## config.mk

```make
export PLATFORM = sky130hd
export DESIGN_NAME = hs_uart_flow_fifo_control
export DESIGN_NICKNAME = d
export VERILOG_FILES = /design/src/rtl/hs_uart_flow_fifo_control.v
export VERILOG_INCLUDE_DIRS = /design/src /design/src/shared
export SDC_FILE = /design/constraint.sdc
export NUM_CORES = 1
export LEC_CHECK = 0
export ABC_AREA = 0
export BUFFER_PORTS_ARGS = -buffer_cell sky130_fd_sc_hd__buf_4
export CORE_MARGIN = 3
export CORE_UTILIZATION = 30
export DETAILED_ROUTE_END_ITERATION = 7
export PLACE_DENSITY_LB_ADDON = 0.1
export SLEW_MARGIN = 10
export SYNTH_ARGS = -nofsm -noshare
export SYNTH_HDL_FRONTEND = slang
export SYNTH_SLANG_ARGS = --single-unit
export TNS_END_PERCENT = 30
```

## constraint.sdc

```tcl
create_clock -name aclk -period 3.4 [get_ports aclk]
set_input_delay 0.51 -clock aclk [delete_from_list [all_inputs] [get_ports aclk]]
set_output_delay 0.51 -clock aclk [all_outputs]
set_load 0.01 [all_outputs]
```

## src/shared/hs_uart_map.vh

```
// Purpose: Register offsets, field positions, reset values and timing for the UART flow/FIFO block
// Assumes: Included by bare name from the design file
// Notes: Definitions only
`ifndef HS_UART_MAP_VH
`define HS_UART_MAP_VH

// Byte offsets on the register bus
`define OFF_CONTROL      8'h00
`define OFF_TX_DATA      8'h04
`define OFF_RX_DATA      8'h08
`define OFF_STATUS       8'h0c
`define OFF_CTL_CHAR     8'h10

// Control word fields
`define TX_FIFO_ENABLE   16
`define RX_FIFO_ENABLE   17
`define TX_FIFO_CLEAR    18
`define RX_FIFO_CLEAR    19
`define TX_THR_LO        20
`define TX_THR_HI        21
`define RX_THR_LO        22
`define RX_THR_HI        23
`define DTR_BIT          24
`define RTS_BIT          25
`define HW_FLOW_ENABLE   28
`define SW_FLOW_ENABLE   29
`define ECHO_ENABLE      30
`define FLOW_PIN_SELECT  31

// Reserved bits 27:26 are never stored
`define CONTROL_WMASK    32'hf3ffffff
`define CONTROL_RESET    32'h00000000
`define CTL_CHAR_RESET   16'h1113

// FIFO geometry
`define FIFO_DEPTH       6'h20

// Transmit free-space thresholds for codes 00..11
`define TX_THR_0         6'h1e
`define TX_THR_1         6'h18
`define TX_THR_2         6'h10
`define TX_THR_3         6'h08

// Receive fill thresholds for codes 00..11
`define RX_THR_0         6'h01
`define RX_THR_1         6'h08
`define RX_THR_2         6'h12
`define RX_THR_3         6'h1c

// Serial bit period in clock cycles and half of it
`define BIT_CYCLES       16'h0010
`define HALF_BIT_CYCLES  16'h0008

// Bus responses
`define RESP_OKAY        2'h0
`define RESP_SLVERR      2'h2

`endif
```

## src/rtl/hs_uart_flow_fifo_control.v

```verilog
// Purpose: UART control-word upper half: modem pins, flow control, echo, 32-byte FIFOs, AXI4-Lite slave
// Assumes: One clock aclk, synchronous active-low aresetn, 8N1 framing at a fixed bit period
// Notes: Serial inputs pass a two-stage synchroniser before use
//
// Implementation choices: the AXI4-Lite slave port and the address map.
`include "hs_uart_map.vh"

module hs_uart_flow_fifo_control (
	input  wire        aclk,
	input  wire        aresetn,
	input  wire [7:0]  s_axi_awaddr,
	input  wire        s_axi_awvalid,
	output reg         s_axi_awready,
	input  wire [31:0] s_axi_wdata,
	input  wire [3:0]  s_axi_wstrb,
	input  wire        s_axi_wvalid,
	output reg         s_axi_wready,
	output reg  [1:0]  s_axi_bresp,
	output reg         s_axi_bvalid,
	input  wire        s_axi_bready,
	input  wire [7:0]  s_axi_araddr,
	input  wire        s_axi_arvalid,
	output reg         s_axi_arready,
	output reg  [31:0] s_axi_rdata,
	output reg  [1:0]  s_axi_rresp,
	output reg         s_axi_rvalid,
	input  wire        s_axi_rready,
	input  wire        rxd,
	input  wire        clear_to_send_pin_n,
	output reg         txd,
	output reg         terminal_ready_pin_n,
	output reg         send_request_pin_n
);

	reg  [31:0] uart_control_word;
	reg  [31:0] next_rdata;
	reg  [15:0] ctl_char, tx_cnt, rx_cnt;
	reg  [9:0]  tx_shift;
	reg  [7:0]  tx_mem [0:31];
	reg  [7:0]  rx_mem [0:31];
	reg  [7:0]  rx_shift, rx_char, echo_data;
	reg  [5:0]  tx_count, rx_count, tx_thr, rx_thr;
	reg  [4:0]  tx_wr, tx_rd, rx_wr, rx_rd;
	reg  [3:0]  tx_bit, rx_bit;
	reg  [1:0]  rxd_sync, cts_sync, next_rresp;
	reg         tx_busy, rx_busy, rx_done, echo_pend, xoff_hold;
	wire tx_fifo_enable    = uart_control_word[`TX_FIFO_ENABLE];
	wire rx_fifo_enable    = uart_control_word[`RX_FIFO_ENABLE];
	wire tx_fifo_clear     = uart_control_word[`TX_FIFO_CLEAR];
	wire rx_fifo_clear     = uart_control_word[`RX_FIFO_CLEAR];
	wire hw_flow_enable    = uart_control_word[`HW_FLOW_ENABLE];
	wire sw_flow_enable    = uart_control_word[`SW_FLOW_ENABLE];
	wire echo_enable       = uart_control_word[`ECHO_ENABLE];
	wire flow_pin_select   = uart_control_word[`FLOW_PIN_SELECT];
	wire [1:0] tx_fifo_threshold = uart_control_word[`TX_THR_HI:`TX_THR_LO];
	wire [1:0] rx_fifo_threshold = uart_control_word[`RX_THR_HI:`RX_THR_LO];
	// Capacity is the FIFO depth or a single holding slot
	wire [5:0] tx_cap = tx_fifo_enable ? `FIFO_DEPTH : 6'h01;
	wire [5:0] rx_cap = rx_fifo_enable ? `FIFO_DEPTH : 6'h01;
	// Bus strobes: ready is high for the one handshake cycle
	wire wr_fire = s_axi_awready;
	wire rd_fire = s_axi_arready;
	wire tx_push = wr_fire && (s_axi_awaddr == `OFF_TX_DATA) && s_axi_wstrb[0] && !echo_enable
		&& !tx_fifo_clear && (tx_count < tx_cap);
	wire rx_pop  = rd_fire && (s_axi_araddr == `OFF_RX_DATA) && (rx_count != 6'h00);
	wire rx_push = rx_done && !rx_fifo_clear && (rx_count < rx_cap);
	// Transmit start: echo source replaces the holding buffer, gated by flow control
	wire tx_src  = echo_enable ? echo_pend : (tx_count != 6'h00);
	wire tx_go   = !tx_busy && tx_src && !(hw_flow_enable && cts_sync[1])
		&& !xoff_hold;
	wire tx_pop  = tx_go && !echo_enable;
	wire [7:0] tx_byte = echo_enable ? echo_data : tx_mem[tx_rd];
	// Full single buffer equals not-empty, so one compare serves both modes
	wire ready_to_receive = (rx_count == rx_cap);
	wire [5:0] tx_free    = `FIFO_DEPTH - tx_count;
	wire tx_trigger = tx_fifo_enable ? (tx_free >= tx_thr) : (tx_count == 6'h00);
	wire rx_trigger = rx_fifo_enable ? (rx_count >= rx_thr) : (rx_count != 6'h00);

	// Threshold lookup
	always @* begin
		case (tx_fifo_threshold)
			2'h0:    tx_thr = `TX_THR_0;
			2'h1:    tx_thr = `TX_THR_1;
			2'h2:    tx_thr = `TX_THR_2;
			default: tx_thr = `TX_THR_3;
		endcase
		case (rx_fifo_threshold)
			2'h0:    rx_thr = `RX_THR_0;
			2'h1:    rx_thr = `RX_THR_1;
			2'h2:    rx_thr = `RX_THR_2;
			default: rx_thr = `RX_THR_3;
		endcase
	end

	// Input synchronisers, idle high
	always @(posedge aclk) begin
		if (!aresetn) begin
			rxd_sync <= 2'h3;
			cts_sync <= 2'h3;
		end else begin
			rxd_sync <= {rxd_sync[0], rxd};
			cts_sync <= {cts_sync[0], clear_to_send_pin_n};
		end
	end

	// Control and control-character registers with byte strobes
	always @(posedge aclk) begin
		if (!aresetn) begin
			uart_control_word <= `CONTROL_RESET;
			ctl_char          <= `CTL_CHAR_RESET;
		end else if (wr_fire && s_axi_awaddr == `OFF_CONTROL) begin
			uart_control_word <= ((uart_control_word & ~{{8{s_axi_wstrb[3]}}, {8{s_axi_wstrb[2]}},
				{8{s_axi_wstrb[1]}}, {8{s_axi_wstrb[0]}}}) | (s_axi_wdata & {{8{s_axi_wstrb[3]}},
				{8{s_axi_wstrb[2]}}, {8{s_axi_wstrb[1]}}, {8{s_axi_wstrb[0]}}})) & `CONTROL_WMASK;
		end else if (wr_fire && s_axi_awaddr == `OFF_CTL_CHAR) begin
			if (s_axi_wstrb[0]) ctl_char[7:0]  <= s_axi_wdata[7:0];
			if (s_axi_wstrb[1]) ctl_char[15:8] <= s_axi_wdata[15:8];
		end
	end

	// Write channel: take address and data together, then answer
	always @(posedge aclk) begin
		if (!aresetn) begin
			s_axi_awready <= 1'b0;
			s_axi_wready  <= 1'b0;
			s_axi_bvalid  <= 1'b0;
			s_axi_bresp   <= `RESP_OKAY;
		end else begin
			s_axi_awready <= s_axi_awvalid && s_axi_wvalid && !s_axi_awready && !s_axi_bvalid;
			s_axi_wready  <= s_axi_awvalid && s_axi_wvalid && !s_axi_awready && !s_axi_bvalid;
			if (wr_fire) begin
				s_axi_bvalid <= 1'b1;
				s_axi_bresp  <= (s_axi_awaddr == `OFF_CONTROL || s_axi_awaddr == `OFF_TX_DATA ||
					s_axi_awaddr == `OFF_RX_DATA || s_axi_awaddr == `OFF_STATUS ||
					s_axi_awaddr == `OFF_CTL_CHAR) ? `RESP_OKAY : `RESP_SLVERR;
			end else if (s_axi_bready) begin
				s_axi_bvalid <= 1'b0;
			end
		end
	end

	// Read data selection
	always @* begin
		next_rdata = 32'h00000000;
		next_rresp = `RESP_OKAY;
		case (s_axi_araddr)
			`OFF_CONTROL:  next_rdata = uart_control_word;
			`OFF_TX_DATA:  next_rdata = 32'h00000000;
			`OFF_RX_DATA:  next_rdata = {24'h000000, rx_mem[rx_rd]} & {32{rx_count != 6'h00}};
			`OFF_STATUS:   next_rdata = {11'h000, tx_busy, xoff_hold, rx_trigger, tx_trigger,
				rx_count != 6'h00, 2'h0, rx_count, 2'h0, tx_count};
			`OFF_CTL_CHAR: next_rdata = {16'h0000, ctl_char};
			default:       next_rresp = `RESP_SLVERR;
		endcase
	end

	// Read channel
	always @(posedge aclk) begin
		if (!aresetn) begin
			s_axi_arready <= 1'b0;
			s_axi_rvalid  <= 1'b0;
			s_axi_rdata   <= 32'h00000000;
			s_axi_rresp   <= `RESP_OKAY;
		end else begin
			s_axi_arready <= s_axi_arvalid && !s_axi_arready && !s_axi_rvalid;
			if (rd_fire) begin
				s_axi_rvalid <= 1'b1;
				s_axi_rdata  <= next_rdata;
				s_axi_rresp  <= next_rresp;
			end else if (s_axi_rready) begin
				s_axi_rvalid <= 1'b0;
			end
		end
	end

	// Transmit FIFO, held empty while its clear bit stands
	always @(posedge aclk) begin
		if (!aresetn || tx_fifo_clear) begin
			tx_wr    <= 5'h00;
			tx_rd    <= 5'h00;
			tx_count <= 6'h00;
		end else begin
			if (tx_push) begin
				tx_mem[tx_wr] <= s_axi_wdata[7:0];
				tx_wr         <= tx_wr + 5'h01;
			end
			if (tx_pop)
				tx_rd <= tx_rd + 5'h01;
			if (tx_push && !tx_pop)
				tx_count <= tx_count + 6'h01;
			else if (tx_pop && !tx_push)
				tx_count <= tx_count - 6'h01;
		end
	end

	// Receive FIFO, held empty while its clear bit stands
	always @(posedge aclk) begin
		if (!aresetn || rx_fifo_clear) begin
			rx_wr    <= 5'h00;
			rx_rd    <= 5'h00;
			rx_count <= 6'h00;
		end else begin
			if (rx_push) begin
				rx_mem[rx_wr] <= rx_char;
				rx_wr         <= rx_wr + 5'h01;
			end
			if (rx_pop)
				rx_rd <= rx_rd + 5'h01;
			if (rx_push && !rx_pop)
				rx_count <= rx_count + 6'h01;
			else if (rx_pop && !rx_push)
				rx_count <= rx_count - 6'h01;
		end
	end

	// Transmit serializer: start, 8 data bits LSB first, stop; unaffected by FIFO clear
	always @(posedge aclk) begin
		if (!aresetn) begin
			tx_busy  <= 1'b0;
			tx_cnt   <= 16'h0000;
			tx_bit   <= 4'h0;
			tx_shift <= 10'h3ff;
			txd      <= 1'b1;
		end else if (!tx_busy) begin
			if (tx_go) begin
				tx_busy  <= 1'b1;
				tx_cnt   <= 16'h0000;
				tx_bit   <= 4'h0;
				tx_shift <= {1'b1, tx_byte, 1'b0};
				txd      <= 1'b0;
			end
		end else if (tx_cnt == `BIT_CYCLES - 16'h0001) begin
			tx_cnt <= 16'h0000;
			if (tx_bit == 4'h9) begin
				tx_busy <= 1'b0;
				txd     <= 1'b1;
			end else begin
				tx_shift <= {1'b1, tx_shift[9:1]};
				txd      <= tx_shift[1];
				tx_bit   <= tx_bit + 4'h1;
			end
		end else begin
			tx_cnt <= tx_cnt + 16'h0001;
		end
	end

	// Receive deserializer: checks start at mid-bit, drops frames with a bad stop bit
	always @(posedge aclk) begin
		if (!aresetn) begin
			rx_busy  <= 1'b0;
			rx_cnt   <= 16'h0000;
			rx_bit   <= 4'h0;
			rx_shift <= 8'h00;
			rx_done  <= 1'b0;
			rx_char  <= 8'h00;
		end else begin
			rx_done <= 1'b0;
			if (!rx_busy) begin
				if (!rxd_sync[1]) begin
					rx_busy <= 1'b1;
					rx_cnt  <= 16'h0000;
					rx_bit  <= 4'h0;
				end
			end else if (rx_cnt == ((rx_bit == 4'h0) ? `HALF_BIT_CYCLES : `BIT_CYCLES - 16'h0001)) begin
				rx_cnt <= 16'h0000;
				if (rx_bit == 4'h0) begin
					rx_busy <= !rxd_sync[1];
					rx_bit  <= 4'h1;
				end else if (rx_bit == 4'h9) begin
					rx_busy <= 1'b0;
					rx_done <= rxd_sync[1];
					rx_char <= rx_shift;
				end else begin
					rx_shift <= {rxd_sync[1], rx_shift[7:1]};
					rx_bit   <= rx_bit + 4'h1;
				end
			end else begin
				rx_cnt <= rx_cnt + 16'h0001;
			end
		end
	end

	// Echo capture and in-band pause; a new arrival wins over the take
	always @(posedge aclk) begin
		if (!aresetn) begin
			echo_pend <= 1'b0;
			echo_data <= 8'h00;
			xoff_hold <= 1'b0;
		end else begin
			if (rx_done && echo_enable) begin
				echo_pend <= 1'b1;
				echo_data <= rx_char;
			end else if (tx_go && echo_enable) begin
				echo_pend <= 1'b0;
			end
			if (!sw_flow_enable)
				xoff_hold <= 1'b0;
			else if (rx_done && rx_char == ctl_char[7:0])
				xoff_hold <= 1'b1;
			else if (rx_done && rx_char == ctl_char[15:8])
				xoff_hold <= 1'b0;
		end
	end

	// Modem pins
	always @(posedge aclk) begin
		if (!aresetn) begin
			terminal_ready_pin_n <= 1'b1;
			send_request_pin_n   <= 1'b1;
		end else begin
			terminal_ready_pin_n <= !uart_control_word[`DTR_BIT];
			if (hw_flow_enable || flow_pin_select)
				send_request_pin_n <= ready_to_receive;
			else
				send_request_pin_n <= !uart_control_word[`RTS_BIT];
		end
	end

endmodule // hs_uart_flow_fifo_control

```

==> summary.md, run 1 <==
| Metric | Value |
|---|---|
| Initial DRC Count | `1192` |
| Max-slew headroom at the worst pin | `44.0%` |
| Warnings, synthesis | `0` |
| Highest cell delay on the worst timing path | `0.61 ns` |
| Number of max-cap violations | `0` |
| Area of the core | `97300 um^2` |
| Period minus WS final | `3.13 ns` |
| 1st-pass router iterations | `8` |
| Final hold vios | `0` |
| DRT Wirelength | `80100 um` |
| Arrival time at the worst endpoint | `3.64 ns` |
| Horiz. Die Dim | `320 um` |
| Slew Viols, Final | `0` |
| Post-synthesis register bit count | `720` |
| Maximum fanout count along the critical path | `6` |
| Maximum level of the CTS H-tree | `3` |
| Die Y-Extent | `320 um` |
| Category of the worst setup path capture point | `register` |
| Data required, critical path | `3.91 ns` |
| Count of distinct cell types in the synthesized netlist | `67` |
| DRC Markers | `0` |
| Average detailed-routed wire length per instance | `21.9 um` |
| Number of instances in the synthesized netlist | `2084` |
| Area enclosed by the die boundary | `102000 um^2` |
| Maximum operating frequency | `0.319 GHz` |
| Worst path top cell family by delay | `simple AND/OR/NAND/NOR gates` |
| First-pass GRT wire length | `120000 um` |
| Top-Level Pins | `105` |
| Final setup violation count | `0` |
| Total number of vias | `18.0k` |
| Starting density of the core | `30.4%` |
| Worst vdd ir | `0.000393 V` |
| Final GP Congestion | `0.787` |
| Total standard cell area after synthesis | `29600 um^2` |
| Worst-Skew Late Latency | `0.66 ns` |
| Setup repair after global routing missed its margin | `false` |
| Total negative slack for setup checks | `0 ns` |
| Inserted Diodes | `0` |
| Clock buffer depth | `3` |
| Mean Syn Cell Area | `14.2 um^2` |
| Global routing usage summed across all routing layers | `15.6%` |
| Tot Pwr | `21.0 mW` |
| Number of buffers inserted by port buffering | `98` |
| Root Buffer | `sky130_fd_sc_hd__clkbuf_16` |
| Worst-case clock skew | `0.0364 ns` |
| Number of vias per cell after detailed routing | `4.93` |
| Commonest non-fill, non-tap cell in the layout | `sky130_fd_sc_hd__edfxtp_1` |
| Type of element launching the critical path | `register` |
| PnR worst setup slack | `0.268 ns` |
| Clock Pin Slew Worst Setup and Hold Paths | `0.06 ns` |
| Largest net degree at the start of global routing | `70` |
| Via count of the first global-routing pass | `18.6k` |
| Number of nets with antenna violations after routing | `0` |
| Post-synth EDFFs | `512` |
| Hold Crit Class | `input pin to register` |
| Total number of placement rows | `114` |
| Layout cells sized above 1 | `22.9%` |
| Uppermost routed layer | `met4` |
| Critical-path top delay cell | `sky130_fd_sc_hd__or4_4` |
| Number of nets in the finished design | `2415` |
| Async set or reset register ratio after synthesis | `0%` |
| Remaining Overflow, GRT | `0` |
| Top cell type by total area after synthesis | `sky130_fd_sc_hd__edfxtp_1` |
| Actual slew at the worst max-slew pin | `0.841 ns` |
| Highest-count cells in the layout ignoring fill and taps | `sky130_fd_sc_hd__edfxtp_1 (512), sky130_fd_sc_hd__buf_4 (252), sky130_fd_sc_hd__nor2_1 (204), sky130_fd_sc_hd__dfxtp_1 (202), sky130_fd_sc_hd__a21oi_1 (129)` |
| Wire length on met2 | `38000 um` |
| Worst Path Buf+Inv | `2` |
| Amount of wire on met3 after detailed routing | `3090 um` |
| Result of the run | `complete, no violations` |
| Period Utilization, post-route | `92.1%` |
| Share of the yosys chip area belonging to registers | `66.1%` |
| Most area-consuming cells after synthesis | `sky130_fd_sc_hd__edfxtp_1 (52%), sky130_fd_sc_hd__dfxtp_1 (14%), sky130_fd_sc_hd__mux4_2 (9.5%)` |
| CTS sink count | `720` |
| P_leak | `11.8 nW` |
| Post-detail-place hpwl | `52300 um` |
| Post-place setup slack | `-0.326 ns` |
| Hold-fix buffers, CTS | `0` |
| Layout overhead on the synthesized area | `19.9%` |
| Primary FF master, synth | `sky130_fd_sc_hd__edfxtp_1` |
| CTS tree | `built` |
| Critical-path cell list | `or4_4, o31ai_4, nor3_2, inv_1, ha_1, inv_1, ha_1, nor2b_1, a311oi_1, o311ai_0, xnor2_1, nor2_1` |
| Wire length the detailed router placed on met1 | `37000 um` |
| Critical path type | `register to register` |
| Share of the synthesized area in the top cell type | `52.0%` |
| Initial antenna violation count | `0` |
| Number of buffers added by the clock tree synthesis step | `83` |
| Pwr per Cell Area | `593 nW/um^2` |
-- metal layers --
| layer | vias up | track usage, % |
|---|---|---|
| li1 | 8431 | - |
| met4 | 0 | 4.66 |
| met3 | 119 | 2.64 |
| met1 | 9113 | 21.4 |
| met5 | - | 0 |
| met2 | 357 | 25.4 |
-- Yosys cell counts, types with 15 or more instances --
master / number
sky130_fd_sc_hd__ha_1: 40
sky130_fd_sc_hd__mux4_2: 125
sky130_fd_sc_hd__nand4_1: 15
sky130_fd_sc_hd__nor2b_1: 20
sky130_fd_sc_hd__edfxtp_1: 512
sky130_fd_sc_hd__o21ai_0: 48
sky130_fd_sc_hd__mux2i_1: 61
sky130_fd_sc_hd__dfxtp_1: 208
sky130_fd_sc_hd__xor2_1: 34
sky130_fd_sc_hd__nand2b_1: 15
sky130_fd_sc_hd__a22oi_1: 27
sky130_fd_sc_hd__nand2_1: 126
sky130_fd_sc_hd__nand3_1: 76
sky130_fd_sc_hd__clkbuf_1: 89
sky130_fd_sc_hd__xnor2_1: 15
sky130_fd_sc_hd__nor3_1: 52
sky130_fd_sc_hd__a21oi_1: 130
sky130_fd_sc_hd__nor2_1: 204
sky130_fd_sc_hd__inv_1: 35
sky130_fd_sc_hd__a211oi_1: 22
-- where the power goes --
group / total, mW / switching, mW / leakage (nW) / internal, mW
Combinational: 2.61 / 1.41 / 4.13 / 1.20
Clock: 8.79 / 3.60 / 1.30 / 5.19
Sequential: 9.64 / 0.180 / 6.36 / 9.46
-- final timing paths --
| kind | startpoint | end | cells after the start | slack, ns |
|---|---|---|---|---|
| worst max-delay path | rx_count[1]$_SDFFE_PP0P_ | rx_count[5]$_SDFFE_PP0P_ | 12 | 0.27 |
| worst min-delay path | clear_to_send_pin_n | cts_sync[0]$_SDFF_PN1_ | 2 | 0.06 |
| worst max register to register | rx_count[1]$_SDFFE_PP0P_ | rx_count[5]$_SDFFE_PP0P_ | 12 | 0.27 |
| worst min register to register | rxd_sync[0]$_SDFF_PN1_ | rxd_sync[1]$_SDFF_PN1_ | 1 | 0.39 |
-- logic make-up after synthesis --
logic type / Yosys count / share of synthesized area [%]
AO/OA/AOI/OAI: 317 / 6.69
XOR/XNOR: 49 / 1.45
adder cells (fa/ha/maj): 42 / 1.83
buffers and inverters: 154 / 2.09
flip-flops: 720 / 66.1
multiplexers: 197 / 12.0
other: 1 / 0.0127
AND/OR/NAND/NOR: 604 / 9.86
-- registers in the layout (all words and copies together) (netlist names), 16 cells and up, named ones only --
| name | count |
|---|---|
| ctl_char | 16 |
| rx_mem | 256 |
| tx_mem | 256 |
| rx_cnt | 16 |
| tx_cnt | 16 |
| s_axi_rdata | 30 |
-- worst register-to-register path, stage by stage, from the launching register on --
cell and delay (ns):
sky130_fd_sc_hd__dfxtp_1 0.30, sky130_fd_sc_hd__or4_4 0.61, sky130_fd_sc_hd__o31ai_4 0.23, sky130_fd_sc_hd__nor3_2 0.11
sky130_fd_sc_hd__inv_1 0.15, sky130_fd_sc_hd__ha_1 0.19, sky130_fd_sc_hd__inv_1 0.12, sky130_fd_sc_hd__ha_1 0.34
sky130_fd_sc_hd__nor2b_1 0.16, sky130_fd_sc_hd__a311oi_1 0.32, sky130_fd_sc_hd__o311ai_0 0.23, sky130_fd_sc_hd__xnor2_1 0.17
sky130_fd_sc_hd__nor2_1 0.05
-- metrics by stage --
stage | utilization, % | instances | cell area (um^2) | hold WS (ns)
4_1_cts | 36.4 | 3653 | 35400 | 0.00643
3_5_place_dp | 33.7 | 3502 | 32800 | 0.393
5_1_grt | 36.5 | 3654 | 35500 | 0.0198
6_report | 36.5 | 3654 | 35500 | 0.0568
2_1_floorplan | - | 2087 | 29600 | 0.371
3_3_place_gp | 33.7 | 3502 | 32800 | 0.384
-- final cells by class --
type | count | area (um^2)
clock inverter | 43 | 462
fill | 9332 | 61800
clock buffer | 108 | 2200
tap | 1276 | 1600
sequential | 720 | 19600
timing repair buffer | 259 | 2030
inverter | 35 | 134
multi-input combinational | 1213 | 9490
-- what timing repair did --
action | 4_1_cts | 5_1_grt
endpoints found under the hold margin | 0 | 0
endpoints found under the setup margin | 1 | 6
pin swaps | 0 | 2
cloned | 0 | 0
resized for setup | 1 | 9
buffers inserted | 0 | 1
Note: power is estimated with default switching activity, not from simulation.
==> run 2, diff against run 1 <==
--- a/config.mk
+++ b/config.mk
@@ -6,7 +6,7 @@
 export SDC_FILE = /design/constraint.sdc
 export NUM_CORES = 1
 export LEC_CHECK = 0
-export ABC_AREA = 0
+export ABC_AREA = 1
 export BUFFER_PORTS_ARGS = -buffer_cell sky130_fd_sc_hd__buf_4
 export CORE_MARGIN = 3
 export CORE_UTILIZATION = 30
==> run 2 against run 1 <==
Clock skew fell by 0.0099 ns. Via count grew 28%. Non-clock buffer count shrank 60. Sequential share of layout area decreased by 1.5 points. Power rose by 1.5%. Sequential power shrank 0.8%. Count of clock-buffer cells in the layout up 10. Area after synthesis is 5.1% higher. Synthesized cell count is 56% higher. Combinational power increased by 7.7%.
==> summary.md, run 2 <==
| Metric | Value |
|---|---|
| Clock buffer depth | `3 (unchanged)` |
| Critical-path cell list | `inv_1, ha_1, nand2_1, nor2_1, nand3_2, o21ai_2, inv_2, nand2_2, ha_1, inv_1, ha_1, a21oi_1, nand2_1, nand2_1, nand2_1, a21oi_1, nor2_1, nor2_1, nand2_1, nand2_1, nand2_1, nor2_1 (was or4_4, o31ai_4, nor3_2, inv_1, ha_1, inv_1, ha_1, nor2b_1, a311oi_1, o311ai_0, xnor2_1, nor2_1)` |
| PnR worst setup slack | `0.422 ns (was 0.268 ns)` |
| DRC Markers | `0 (unchanged)` |
| # resized after CTS | `0 (was 1)` |
| DRT Wirelength | `91100 um (was 80100 um)` |
| Mean Syn Cell Area | `9.56 um^2 (was 14.2 um^2)` |
| Post-synthesis register bit count | `720 (unchanged)` |
| Pwr per Cell Area | `586 nW/um^2 (was 593 nW/um^2)` |
| Total standard cell area after synthesis | `31100 um^2 (was 29600 um^2)` |
| Average detailed-routed wire length per instance | `18.9 um (was 21.9 um)` |
| Via count of the first global-routing pass | `23.2k (was 18.6k)` |
| Initial antenna violation count | `1 (was 0)` |
| Post-place setup slack | `0.173 ns (was -0.326 ns)` |
| Max-slew headroom at the worst pin | `32.3% (was 44.0%)` |
| Category of the worst setup path capture point | `register (unchanged)` |
| P_leak | `13.7 nW (was 11.8 nW)` |
| Share of the yosys chip area belonging to registers | `62.9% (was 66.1%)` |
| Primary FF master, synth | `sky130_fd_sc_hd__edfxtp_1 (unchanged)` |
| Starting density of the core | `30.4% (about the same)` |
| Cell mode on critical path | `sky130_fd_sc_hd__nand2_1` |
| Worst-case clock skew | `0.0265 ns (was 0.0364 ns)` |
| Beginning of the worst hold path | `rxd (was clear_to_send_pin_n)` |
| Setup repair after global routing missed its margin | `false (unchanged)` |
| Root Buffer | `sky130_fd_sc_hd__clkbuf_16 (unchanged)` |
| Critical-path top delay cell | `sky130_fd_sc_hd__dfxtp_1 (was sky130_fd_sc_hd__or4_4)` |
| Maximum fanout count along the critical path | `6 (unchanged)` |
| Total number of placement rows | `117 (was 114)` |
| Maximum operating frequency | `0.336 GHz (was 0.319 GHz)` |
| Number of buffers inserted by port buffering | `98 (unchanged)` |
| Placed standard-cell area | `33700 um^2 (was 32800 um^2)` |
| Final GP Congestion | `0.820 (was 0.787)` |
| Horiz. Die Dim | `328 um (was 320 um)` |
| Number of max-cap violations | `0 (unchanged)` |
| Hold Crit Class | `input pin to register (unchanged)` |
| Post-detail-place hpwl | `58500 um (was 52300 um)` |
| Type of element launching the critical path | `register (unchanged)` |
| Number of nets with antenna violations after routing | `0 (unchanged)` |
| Worst Path Buf+Inv | `3 (was 2)` |
| Actual slew at the worst max-slew pin | `1.01 ns (was 0.841 ns)` |
| Remaining Overflow, GRT | `0 (unchanged)` |
| Async set or reset register ratio after synthesis | `0% (unchanged)` |
| Number of vias per cell after detailed routing | `4.78 (was 4.93)` |
| Share of the synthesized area in the top cell type | `49.5% (was 52.0%)` |
| Post-synth EDFFs | `512 (unchanged)` |
| Worst Setup SP | `tx_count[1]$_SDFFE_PP0P_ (was rx_count[1]$_SDFFE_PP0P_)` |
| Number of buffers added by the clock tree synthesis step | `84 (was 83)` |
| Area of the core | `102000 um^2 (was 97300 um^2)` |
| Result of the run | `complete, no violations (unchanged)` |
| Initial DRC Count | `1499 (was 1192)` |
| Data required, critical path | `3.96 ns (was 3.91 ns)` |
| Post-route cell area | `36400 um^2 (was 35500 um^2)` |
| Period minus WS final | `2.98 ns (was 3.13 ns)` |
| Final setup violation count | `0 (unchanged)` |
| Number of nets in the finished design | `3484 (was 2415)` |
| Largest regs | `rx_mem (256), tx_mem (256), s_axi_rdata (30) (unchanged)` |
| Hold-fix buffers, CTS | `0 (unchanged)` |
| Total negative slack for setup checks | `0 ns (unchanged)` |
| Maximum level of the CTS H-tree | `3 (unchanged)` |
| Warnings, synthesis | `0 (unchanged)` |
| Worst-Skew Late Latency | `0.64 ns (was 0.66 ns)` |
| Worst vdd ir | `0.000367 V (was 0.000393 V)` |
| Final hold vios | `0 (unchanged)` |
| Arrival time at the worst endpoint | `3.54 ns (was 3.64 ns)` |
| Period Utilization, post-route | `87.6% (was 92.1%)` |
| Highest cell delay on the worst timing path | `0.35 ns (was 0.61 ns)` |
| List of most frequent post-synthesis cells | `sky130_fd_sc_hd__nand2_1 (830), sky130_fd_sc_hd__edfxtp_1 (512), sky130_fd_sc_hd__nor2_1 (332) (was sky130_fd_sc_hd__edfxtp_1 (512), sky130_fd_sc_hd__dfxtp_1 (208), sky130_fd_sc_hd__nor2_1 (204))` |
| Area enclosed by the die boundary | `107000 um^2 (was 102000 um^2)` |
| Global routing usage summed across all routing layers | `16.8% (was 15.6%)` |
| Inserted Diodes | `0 (unchanged)` |
| Die Y-Extent | `328 um (was 320 um)` |
| Commonest non-fill, non-tap cell in the layout | `sky130_fd_sc_hd__nand2_1 (was sky130_fd_sc_hd__edfxtp_1)` |
| Most area-consuming cells after synthesis | `sky130_fd_sc_hd__edfxtp_1 (49%), sky130_fd_sc_hd__dfxtp_1 (13%), sky130_fd_sc_hd__nand2_1 (10%) (was sky130_fd_sc_hd__edfxtp_1 (52%), sky130_fd_sc_hd__dfxtp_1 (14%), sky130_fd_sc_hd__mux4_2 (9.5%))` |
| Worst path top cell family by delay | `simple AND/OR/NAND/NOR gates (unchanged)` |
| Number of instances in the synthesized netlist | `3251 (was 2084)` |
| Count of distinct cell types in the synthesized netlist | `49 (was 67)` |
| CTS sink count | `720 (unchanged)` |
| First-pass GRT wire length | `140000 um (was 120000 um)` |
| Setup Buffers After CTS | `0 (unchanged)` |
| Largest net degree at the start of global routing | `129 (was 70)` |
| 1st-pass router iterations | `8 (unchanged)` |
| Slew Viols, Final | `0 (unchanged)` |
| Top-Level Pins | `105 (unchanged)` |
| Highest-count cells in the layout ignoring fill and taps | `sky130_fd_sc_hd__nand2_1 (830), sky130_fd_sc_hd__edfxtp_1 (512), sky130_fd_sc_hd__nor2_1 (332), sky130_fd_sc_hd__inv_1 (264), sky130_fd_sc_hd__nand3_1 (262) (was sky130_fd_sc_hd__edfxtp_1 (512), sky130_fd_sc_hd__buf_4 (252), sky130_fd_sc_hd__nor2_1 (204), sky130_fd_sc_hd__dfxtp_1 (202), sky130_fd_sc_hd__a21oi_1 (129))` |
| Layout cells sized above 1 | `10.6% (was 22.9%)` |
| Library cell with the highest instance count after synthesis | `sky130_fd_sc_hd__nand2_1 (was sky130_fd_sc_hd__edfxtp_1)` |
| Layout overhead on the synthesized area | `17.2% (was 19.9%)` |
| CTS tree | `built (unchanged)` |
| Total number of vias | `23.0k (was 18.0k)` |
| Clock Pin Slew Worst Setup and Hold Paths | `0.06 ns (about the same)` |
| Critical path type | `register to register (unchanged)` |
| Worst-case register-to-register setup slack | `0.42 ns (was 0.27 ns)` |
| Top cell type by total area after synthesis | `sky130_fd_sc_hd__edfxtp_1 (unchanged)` |
| Reg2Reg Launch Point | `tx_count[1]$_SDFFE_PP0P_ (was rx_count[1]$_SDFFE_PP0P_)` |
-- run 2: cell types whose count changed in the layout (fill, tap and decap cells not counted), sizes merged, moves of 60 or more --
| cell | delta |
|---|---|
| inv | +244 |
| mux2i | -61 |
| nor2 | +132 |
| nand3 | +189 |
| mux4 | -125 |
| nand2 | +706 |
| o21ai | +202 |
| buf | -60 |
-- run 2: final timing paths --
path,end,cells after the start
setup / recovery,tx_count[5]$_SDFFE_PP0P_,22
hold / removal,rxd_sync[0]$_SDFF_PN1_,2
setup reg to reg,tx_count[5]$_SDFFE_PP0P_,22
hold reg to reg,terminal_ready_pin_n$_SDFF_PN1_,1
-- run 2: stage by stage --
| stage | util [%] | hold slack, ns | cells | power [mW] |
|---|---|---|---|---|
| 3_3_place_gp | 32.9 | 0.396 | 4663 | 12.6 |
| 2_1_floorplan | - | 0.371 | 3254 | 11.6 |
| 6_report | 35.6 | 0.0680 | 4816 | 21.4 |
| 4_1_cts | 35.6 | 0.0237 | 4816 | 21.7 |
| 5_1_grt | 35.6 | 0.0447 | 4816 | 22.4 |
| 3_5_place_dp | 32.9 | 0.398 | 4663 | 12.6 |
-- run 2: cells by family after synthesis --
kind of cell | after synthesis | synth area share (%)
AO/OA/AOI/OAI | 509 | 8.91
XOR/XNOR | 21 | 0.592
adder cells (fa/ha/maj) | 42 | 1.74
buffers and inverters | 437 | 5.62
flip-flops | 720 | 62.9
other | 1 | 0.0121
AND/OR/NAND/NOR | 1521 | 20.2
-- run 2: power by group --
part / switching (mW) / total, mW / internal [mW] / leakage, nW
logic: 1.92 / 2.81 / 0.891 / 6.53
registers: 0.104 / 9.56 / 9.46 / 5.84
clock network: 3.64 / 8.98 / 5.34 / 1.33
-- run 2: per-layer routing --
| metal | vias up | track usage (%) | wire length [um] |
|---|---|---|---|
| li1 | 11300 | - | - |
| met3 | 150 | 2.18 | 3280 |
| met2 | 478 | 28.7 | 44300 |
| met4 | 0 | 5.64 | 2770 |
| met5 | - | 0 | 0 |
| met1 | 11200 | 21.9 | 40800 |
-- run 2: area by class of cell --
| cell class | instances | area (um^2) |
|---|---|---|
| sequential | 720 | 19500 |
| clock inverter | 35 | 355 |
| timing repair buffer | 199 | 1570 |
| clock buffer | 118 | 2380 |
| multi-input combinational | 2097 | 9810 |
| inverter | 279 | 1050 |
| tap | 1368 | 1710 |
| fill | 10400 | 65900 |
